$ cat src/itm_pkg.sv
package itm_pkg;
    // bus geometry
    localparam int unsigned ITM_ADDR_W = 3;
    localparam int unsigned ITM_DATA_W = 16;
    localparam int unsigned ITM_CNT_W  = 32;

    // register word offsets
    localparam logic [ITM_ADDR_W-1:0] ITM_OFS_STATUS    = 3'h0;
    localparam logic [ITM_ADDR_W-1:0] ITM_OFS_CONTROL   = 3'h1;
    localparam logic [ITM_ADDR_W-1:0] ITM_OFS_PERIOD_LO = 3'h2;
    localparam logic [ITM_ADDR_W-1:0] ITM_OFS_PERIOD_HI = 3'h3;
    localparam logic [ITM_ADDR_W-1:0] ITM_OFS_SNAP_LO   = 3'h4;
    localparam logic [ITM_ADDR_W-1:0] ITM_OFS_SNAP_HI   = 3'h5;

    // status field positions
    localparam int unsigned ITM_BIT_TIMEOUT = 0;
    localparam int unsigned ITM_BIT_RUN     = 1;
    // control field positions
    localparam int unsigned ITM_BIT_IRQ_EN     = 0;
    localparam int unsigned ITM_BIT_CONTINUOUS = 1;
    localparam int unsigned ITM_BIT_START      = 2;
    localparam int unsigned ITM_BIT_STOP       = 3;

    // reset values and counter constants
    localparam logic [ITM_CNT_W-1:0]  ITM_PERIOD_RESET = 32'hFFFF_FFFF;
    localparam logic [ITM_CNT_W-1:0]  ITM_CNT_ZERO     = 32'h0000_0000;
    localparam logic [ITM_CNT_W-1:0]  ITM_CNT_ONE      = 32'h0000_0001;
    localparam logic [ITM_DATA_W-1:0] ITM_DATA_ZERO    = 16'h0000;

    typedef enum logic [0:0] {
        ITM_STOPPED = 1'b0,
        ITM_RUNNING = 1'b1
    } itm_run_t;

    typedef struct packed {
        logic [ITM_CNT_W-1:0] count;
        itm_run_t             run;
    } itm_cnt_state_t;

    typedef struct packed {
        logic                  timeout_flag;
        logic                  irq_on_timeout_enable;
        logic                  continuous_mode;
        logic [ITM_DATA_W-1:0] period_low;
        logic [ITM_DATA_W-1:0] period_high;
        logic [ITM_DATA_W-1:0] snapshot_low;
        logic [ITM_DATA_W-1:0] snapshot_high;
        logic [ITM_DATA_W-1:0] read_data;
    } itm_reg_state_t;
endpackage

$ cat src/itm_counter.sv
`timescale 1ns/100ps
`default_nettype none
module itm_counter
    import itm_pkg::*;
(
    input  wire logic                 clock,
    input  wire logic                 reset,
    input  wire logic                 load,
    input  wire logic [ITM_CNT_W-1:0] load_value,
    input  wire logic                 start,
    input  wire logic                 stop,
    input  wire logic                 continuous,
    output logic      [ITM_CNT_W-1:0] count,
    output logic                      running,
    output logic                      zero_hit
);
    itm_cnt_state_t s_q;
    itm_cnt_state_t s_d;

    // counter sits at zero for one cycle, so the true period is value plus one
    assign zero_hit = (s_q.run == ITM_RUNNING) && (s_q.count == ITM_CNT_ZERO);
    assign count    = s_q.count;
    assign running  = (s_q.run == ITM_RUNNING);

    // a period write loads and stops; stop beats start when both are written
    always_comb begin
        s_d = s_q;
        case (s_q.run)
            ITM_RUNNING: begin
                if (zero_hit) begin
                    s_d.count = load_value;
                    if (!continuous) begin
                        s_d.run = ITM_STOPPED;
                    end
                end else begin
                    s_d.count = s_q.count - ITM_CNT_ONE;
                end
            end
            ITM_STOPPED: begin
                s_d.run = ITM_STOPPED;
            end
            default: begin
                s_d.run = ITM_STOPPED;
            end
        endcase
        if (start) begin
            s_d.run = ITM_RUNNING;
        end
        if (stop) begin
            s_d.run = ITM_STOPPED;
        end
        if (load) begin
            s_d.count = load_value;
            s_d.run   = ITM_STOPPED;
        end
    end

    // stopped and preloaded with the reset period
    always_ff @(posedge clock) begin
        if (reset) begin
            s_q.count <= ITM_PERIOD_RESET;
            s_q.run   <= ITM_STOPPED;
        end else begin
            s_q <= s_d;
        end
    end
endmodule
`default_nettype wire

$ cat src/itm_top.sv
`timescale 1ns/100ps
`default_nettype none
// Function
// - six 16-bit registers at word offsets 0 to 5 on the slave port.
// - unused read bits return zero; the master writes zeros there.
// - offset 2 holds low half of period, timeout minus one.
// - offset 3 holds high half of period, forming 32-bit value.
// - snapshot of counter readable, low half at 4, high at 5.
// - timeout flag in status bit 0 sets when the counter reaches zero.
// - timeout flag stays set until the master clears it.
// - writing zero to status clears the timeout flag.
// - status bit 1 reads one while counting, zero when stopped.
// - status writes do not change the running bit.
// - interrupt while irq enable bit and timeout flag are both one.
// - continuous bit keeps counting after zero; counter always reloads at zero.
// - writing one to start starts, one to stop stops; zeros ignored.
// - write to either snapshot register captures whole counter into both.
module itm_top
    import itm_pkg::*;
(
    input  wire logic                  clock,
    input  wire logic                  reset,
    input  wire logic [ITM_ADDR_W-1:0] address,
    input  wire logic                  chipselect,
    input  wire logic                  write,
    input  wire logic                  read,
    input  wire logic [ITM_DATA_W-1:0] writedata,
    output logic      [ITM_DATA_W-1:0] readdata,
    output logic                       irq
);
    itm_reg_state_t r_q;
    itm_reg_state_t r_d;

    logic [ITM_CNT_W-1:0] count;
    logic                 running;
    logic                 zero_hit;
    logic                 wr_req;
    logic                 wr_status;
    logic                 wr_control;
    logic                 wr_period;
    logic                 wr_snap;
    logic                 clr_timeout;

    // one decode shared by every write strobe; the bus comes in as arguments,
    // since a continuous assignment only wakes up when an argument moves
    function automatic logic wr_hit(input logic                  req,
                                    input logic [ITM_ADDR_W-1:0] addr,
                                    input logic [ITM_ADDR_W-1:0] ofs);
        return req && (addr == ofs);
    endfunction

    assign wr_req      = chipselect && write;
    assign wr_status   = wr_hit(wr_req, address, ITM_OFS_STATUS);
    assign wr_control  = wr_hit(wr_req, address, ITM_OFS_CONTROL);
    assign wr_period   = wr_hit(wr_req, address, ITM_OFS_PERIOD_LO) || wr_hit(wr_req, address, ITM_OFS_PERIOD_HI);
    assign wr_snap     = wr_hit(wr_req, address, ITM_OFS_SNAP_LO) || wr_hit(wr_req, address, ITM_OFS_SNAP_HI);
    assign clr_timeout = wr_status && !writedata[ITM_BIT_TIMEOUT];

    // counter loads from the register values being written this cycle
    itm_counter u_counter (
        .clock      (clock),
        .reset      (reset),
        .load       (wr_period),
        .load_value ({r_d.period_high, r_d.period_low}),
        .start      (wr_control && writedata[ITM_BIT_START]),
        .stop       (wr_control && writedata[ITM_BIT_STOP]),
        .continuous (r_q.continuous_mode),
        .count      (count),
        .running    (running),
        .zero_hit   (zero_hit)
    );

    assign irq      = r_q.irq_on_timeout_enable && r_q.timeout_flag;
    assign readdata = r_q.read_data;

    // register writes, flag update and registered read data
    always_comb begin
        r_d = r_q;
        if (clr_timeout) begin
            r_d.timeout_flag = 1'b0;
        end
        // set wins so a zero crossing during a clear is not lost
        if (zero_hit) begin
            r_d.timeout_flag = 1'b1;
        end
        if (wr_control) begin
            r_d.irq_on_timeout_enable = writedata[ITM_BIT_IRQ_EN];
            r_d.continuous_mode       = writedata[ITM_BIT_CONTINUOUS];
        end
        if (wr_hit(wr_req, address, ITM_OFS_PERIOD_LO)) begin
            r_d.period_low = writedata;
        end
        if (wr_hit(wr_req, address, ITM_OFS_PERIOD_HI)) begin
            r_d.period_high = writedata;
        end
        if (wr_snap) begin
            r_d.snapshot_low  = count[ITM_DATA_W-1:0];
            r_d.snapshot_high = count[ITM_CNT_W-1:ITM_DATA_W];
        end
        // unused bits read as zero, so writing zeros there is always harmless
        r_d.read_data = ITM_DATA_ZERO;
        if (chipselect && read) begin
            case (address)
                ITM_OFS_STATUS: begin
                    r_d.read_data[ITM_BIT_TIMEOUT] = r_q.timeout_flag;
                    r_d.read_data[ITM_BIT_RUN]     = running;
                end
                ITM_OFS_CONTROL: begin
                    r_d.read_data[ITM_BIT_IRQ_EN]     = r_q.irq_on_timeout_enable;
                    r_d.read_data[ITM_BIT_CONTINUOUS] = r_q.continuous_mode;
                end
                ITM_OFS_PERIOD_LO: begin
                    r_d.read_data = r_q.period_low;
                end
                ITM_OFS_PERIOD_HI: begin
                    r_d.read_data = r_q.period_high;
                end
                ITM_OFS_SNAP_LO: begin
                    r_d.read_data = r_q.snapshot_low;
                end
                ITM_OFS_SNAP_HI: begin
                    r_d.read_data = r_q.snapshot_high;
                end
                default: begin
                    r_d.read_data = ITM_DATA_ZERO;
                end
            endcase
        end
    end

    // reset loads the period with all ones and clears all other state, including the read data
    always_ff @(posedge clock) begin
        if (reset) begin
            r_q.timeout_flag          <= 1'b0;
            r_q.irq_on_timeout_enable <= 1'b0;
            r_q.continuous_mode       <= 1'b0;
            r_q.period_low            <= ITM_PERIOD_RESET[ITM_DATA_W-1:0];
            r_q.period_high           <= ITM_PERIOD_RESET[ITM_CNT_W-1:ITM_DATA_W];
            r_q.snapshot_low          <= ITM_DATA_ZERO;
            r_q.snapshot_high         <= ITM_DATA_ZERO;
            r_q.read_data             <= ITM_DATA_ZERO;
        end else begin
            r_q <= r_d;
        end
    end

    // checks on the register interface and counter coupling
    property p_period_low;
        @(posedge clock) disable iff (reset)
        wr_hit(wr_req, address, ITM_OFS_PERIOD_LO) |=> (r_q.period_low == $past(writedata));
    endproperty
    a_period_low: assert property (p_period_low) else $error("period low not stored");

    property p_period_high;
        @(posedge clock) disable iff (reset)
        wr_hit(wr_req, address, ITM_OFS_PERIOD_HI) |=> (r_q.period_high == $past(writedata)) && !running;
    endproperty
    a_period_high: assert property (p_period_high) else $error("period high not stored");

    property p_snapshot;
        @(posedge clock) disable iff (reset)
        wr_snap |=> ({r_q.snapshot_high, r_q.snapshot_low} == $past(count));
    endproperty
    a_snapshot: assert property (p_snapshot) else $error("snapshot not coherent");

    property p_snap_read;
        @(posedge clock) disable iff (reset)
        chipselect && read && !write && address == ITM_OFS_SNAP_HI |=> readdata == $past(r_q.snapshot_high);
    endproperty
    a_snap_read: assert property (p_snap_read) else $error("snapshot high read wrong");

    property p_timeout_set;
        @(posedge clock) disable iff (reset)
        zero_hit |=> r_q.timeout_flag;
    endproperty
    a_timeout_set: assert property (p_timeout_set) else $error("timeout flag not set at zero");

    property p_timeout_sticky;
        @(posedge clock) disable iff (reset)
        r_q.timeout_flag && !clr_timeout |=> r_q.timeout_flag;
    endproperty
    a_timeout_sticky: assert property (p_timeout_sticky) else $error("timeout flag dropped");

    property p_timeout_clear;
        @(posedge clock) disable iff (reset)
        clr_timeout && !zero_hit |=> !r_q.timeout_flag;
    endproperty
    a_timeout_clear: assert property (p_timeout_clear) else $error("timeout flag not cleared");

    property p_run_read;
        @(posedge clock) disable iff (reset)
        chipselect && read && address == ITM_OFS_STATUS |=> readdata[ITM_BIT_RUN] == $past(running);
    endproperty
    a_run_read: assert property (p_run_read) else $error("run bit misreported");

    property p_status_wr_run;
        @(posedge clock) disable iff (reset)
        wr_status && !zero_hit && !wr_control && !wr_period |=> running == $past(running);
    endproperty
    a_status_wr_run: assert property (p_status_wr_run) else $error("status write moved run");

    property p_irq;
        @(posedge clock) disable iff (reset)
        zero_hit && r_q.irq_on_timeout_enable && !wr_control |=> irq;
    endproperty
    a_irq: assert property (p_irq) else $error("irq missing after timeout");

    property p_one_shot;
        @(posedge clock) disable iff (reset)
        zero_hit && !r_q.continuous_mode && !wr_control
            |=> !running && count == $past({r_d.period_high, r_d.period_low});
    endproperty
    a_one_shot: assert property (p_one_shot) else $error("one-shot did not stop and reload");

    property p_start;
        @(posedge clock) disable iff (reset)
        // a zero crossing in one-shot, a period write or a stop may end the run early
        wr_control && writedata[ITM_BIT_START] && !writedata[ITM_BIT_STOP]
            |=> running ##1 (running || $past(zero_hit || wr_period || wr_control));
    endproperty
    a_start: assert property (p_start) else $error("start write ignored");

    property p_reset_read;
        @(posedge clock)
        reset |=> readdata == ITM_DATA_ZERO && !r_q.timeout_flag && !running;
    endproperty
    a_reset_read: assert property (p_reset_read) else $error("reset state wrong");

    property p_unused_zero;
        @(posedge clock) disable iff (reset)
        chipselect && read && address == ITM_OFS_STATUS |=> readdata[ITM_DATA_W-1:ITM_BIT_RUN+1] == '0;
    endproperty
    a_unused_zero: assert property (p_unused_zero) else $error("unused status bits nonzero");

    c_timeout:   cover property (@(posedge clock) disable iff (reset) zero_hit ##1 irq);
    c_continue:  cover property (@(posedge clock) disable iff (reset) zero_hit && r_q.continuous_mode ##1 running);
    c_clear_irq: cover property (@(posedge clock) disable iff (reset) irq ##1 clr_timeout ##1 !irq);
    c_snapshot:  cover property (@(posedge clock) disable iff (reset) running && wr_snap);
endmodule
`default_nettype wire

$ cat config.mk
export PLATFORM = sky130hd
export DESIGN_NAME = itm_top
export DESIGN_NICKNAME = d
export VERILOG_FILES = /design/src/itm_pkg.sv /design/src/itm_counter.sv /design/src/itm_top.sv
export SDC_FILE = /design/constraint.sdc
export NUM_CORES = 1
export LEC_CHECK = 0
export BUFFER_PORTS_ARGS = -buffer_cell sky130_fd_sc_hd__buf_2
export CORE_MARGIN = 2
export CORE_UTILIZATION = 32
export DETAILED_ROUTE_END_ITERATION = 10
export GPL_TIMING_DRIVEN = 0
export PLACE_DENSITY = 0.52
export SLEW_MARGIN = 20
export SYNTH_ARGS = -nofsm -noshare
export SYNTH_HDL_FRONTEND = slang
export SYNTH_SLANG_ARGS = --single-unit
$ cat constraint.sdc
create_clock -name clock -period 3.5 [get_ports clock]
set_clock_uncertainty 0.1 [all_clocks]
set_input_delay 0.35 -clock clock [delete_from_list [all_inputs] [get_ports clock]]
set_output_delay 0.35 -clock clock [all_outputs]
set_load 0.1 [all_outputs]
==> results.md <==
* Flops & latches, synth at 116
* Gate Count Post-Synth at 695
* Via/cell ratio at 5.770
* Syn. warnings at 0
* Largest cells by area after synthesis: dfxtp_1 (40%), mux2i_1 (9.5%), nand2_1 (6.4%), a21oi_1 (4.1%), clkbuf_1 (2.8%)
* CTS tree: built
* Final Critical Period at 3318 ps
* Pwr/cell area at 492.3 nW/um^2
* Crit path from: u_counter.count[24]
* Vias in the first global route at 5531
* GPL Wtd Cong at 1.009
* WS Path Type: register to register
* Routed Antenna Nets at 0
* Initial antenna violation count at 1
* Cell with the most instances after synthesis: dfxtp_1
* Least-Margin Pin Slew at 1059 ps
* Main synth FF type: dfxtp_1
* Clk root buf: clkbuf_16
* # resized after CTS at 0
* Post-route clock period utilization at 94.81%
* CTS Sinks at 116
* I/O Buffers at 38
* Most frequent cells after synthesis: dfxtp_1 (116), nand2_1 (100), mux2i_1 (56)
* Post-CTS setup buffers at 0
* Post-Syn Nets at 720
* RSZ-0062 raised after global routing: false
* Nets at 777
* Htree depth at 4
* Row cnt at 49
* CP Data Required Time at 3680 ps
* First-pass GRT wire length at 33640 microns
* Synth top area share at 39.54%
* Std-Cell Core Area at 17960 sq um
* Setup Viol. Count Final at 0
* Area Growth Syn to Fin at 18.45%
* CP peak stage delay at 680 ps
* Status: finished, final reports clean
* Die height at 139.5 microns
* DRC violation count after routing at 0
* Worst reg-to-reg setup slack at 180 ps
* Arr. time, crit path at 3500 ps
* WHS Endpoint: u_counter.running
* Die area at 19450 sq um
* Starting Density at 32.69%
* Final hold vios at 0
* Reg-to-reg critical path endpoint: u_counter.count[6]
* Starting DRC count in detailed routing at 540
* Count of different cell masters after synthesis at 61
* Pleak at 2.526 nW
* Reg-to-reg startpoint: u_counter.count[24]
* Synth area leader: dfxtp_1
* Cell area after synthesis at 5873 sq um
* Syn avg cell area at 8.451 sq um
* Die width at 139.5 microns
* R2R depth at 6
* Crit path max-delay cell type: nor4b_4
* Ports at 41
* F_max at 0.3013 GHz
* Slew Limit Fails at 0
* Hold depth at 2
* Post-synth EDFFs at 0
* MaxCap Viol Count at 0
* Setup tns final at 0 ps
* Hold Startpoint: writedata[3]
* CP Max Fanout at 10
* Clk buf depth at 2
* Crit-path cells: nor3_1 > nor4b_4 > nand4_1 > nand2_1 > clkbuf_1 > o211ai_1
* Crit. End Element: register
* Largest net degree at the start of global routing at 17
* Routed wire per std cell at 22.48 microns
* Placed Cells incl. Taps at 962
* Overflow after GRT at 0
* Cts bufs inserted at 17
* Vias at 5735
* VDD IR-drop max at 0.2864 mV
* Fraction of registers with async set/reset at 0%
* DRT Pass-1 Iters at 5
* Slew HR at 28.73%
* Post-DP HPWL at 16500 microns
* Ratio of cells with drive above 1 in the final layout at 15.42%
* N_diodes at 0
* Worst-path clk slew at 60 ps
* Hold Path Class: primary input to register
* Finished Layout Cells at 994
* Clk Latency, worst-skew pair at 430 ps
* Routed WL at 22350 microns
* Sequential area share after synthesis at 39.54%
* Hold Buf Count CTS at 0
* Worst Setup Start Kind: register
* Overall Global Routing Usage at 23.16%
final cells by class:
cell class                      count  area (sq um)
Fill cell                        1863         11010
Multi-Input combinational cell    497          3153
Sequential cell                   116          2322
Clock buffer                       18         429.2
Buffer                             73         364.1
Tap cell                          229         286.5
Timing Repair Buffer               38         190.2
Clock inverter                     14         177.7
Inverter                            9         33.78
cells by family after synthesis:
kind of cell	after synthesis	synth area share, %
AO/OA/AOI/OAI	155	17.30
XOR/XNOR	1	0.1492
adder cells (fa/ha/maj)	1	0.2130
buffers and inverters	82	6.774
flip-flops	116	39.54
multiplexers	69	12.23
AND/OR/NAND/NOR	271	23.80
state kept, by name, summed over array words and instances, names as in the netlist:
register,cells
readdata,16
u_counter.count,32
r_q,67
u_counter.running,1
routing by layer:
layer  GRT usage, %  part of all wire (%)  routed length, microns
met5              0                     0                       0
met4          10.31                   3.8                     846
met3          5.231                   7.7                    1712
met2          35.96                    45                   10090
met1          30.80                    43                    9693
critical path, delay by kind of cell, from the launching register on:
kind	cells	cell delay [ps]
buf+inv	1	580
flops	1	380
compound gates	1	190
simple gates	4	1920
layout by cell type, fill, tap and decap left out, types with 7 or more instances in the layout:
cell / instances
or3_1: 13
dfxtp_1: 116
o21ai_0: 20
o22ai_1: 21
nand2b_1: 11
o31ai_1: 7
mux2i_1: 56
nor2_1: 33
nand4_1: 9
and3_1: 9
nor3_1: 13
buf_4: 17
o211ai_1: 10
mux2_2: 12
nand3_1: 17
nand2_1: 100
buf_2: 41
nor4_1: 16
clkbuf_16: 17
and2_1: 22
a21oi_1: 48
a31oi_1: 7
clkbuf_1: 45
or4_1: 10
inv_1: 8
how the worst max path moves through the flow:
| stage | slack (ps) | cells after the start | endpoint |
|---|---|---|---|
| floorplan | 930 | 8 | u_counter.count[12] |
| global placement | 210 | 6 | u_counter.count[31] |
| detailed placement | 240 | 7 | u_counter.count[13] |
| CTS | 280 | 6 | u_counter.count[6] |
| global route | 130 | 6 | u_counter.count[6] |
| finish | 180 | 6 | u_counter.count[6] |
per-stage QoR:
step / total power [mW] / setup slack, ps / instance area, sq um / hold WS (ps) / utilization, %
6_report: 3.425 / 181.6 / 6957 / 51.65 / 38.73
5_1_grt: 3.525 / 134.1 / 6957 / 57.01 / 38.73
4_1_cts: 3.435 / 275.9 / 6957 / 48.09 / 38.73
3_5_place_dp: 1.635 / 244.9 / 6350 / 348.4 / 35.35
3_3_place_gp: 1.632 / 207.5 / 6350 / 342.7 / 35.35
2_1_floorplan: 1.542 / 933.1 / 5873 / 335.7 / -
where the power goes:
| group | switching (mW) | internal (mW) |
|---|---|---|
| combinational | 0.162 | 0.0787 |
| sequential | 0.0226 | 1.35 |
| clock | 0.686 | 1.13 |
Power figures use the tool's default switching activity.
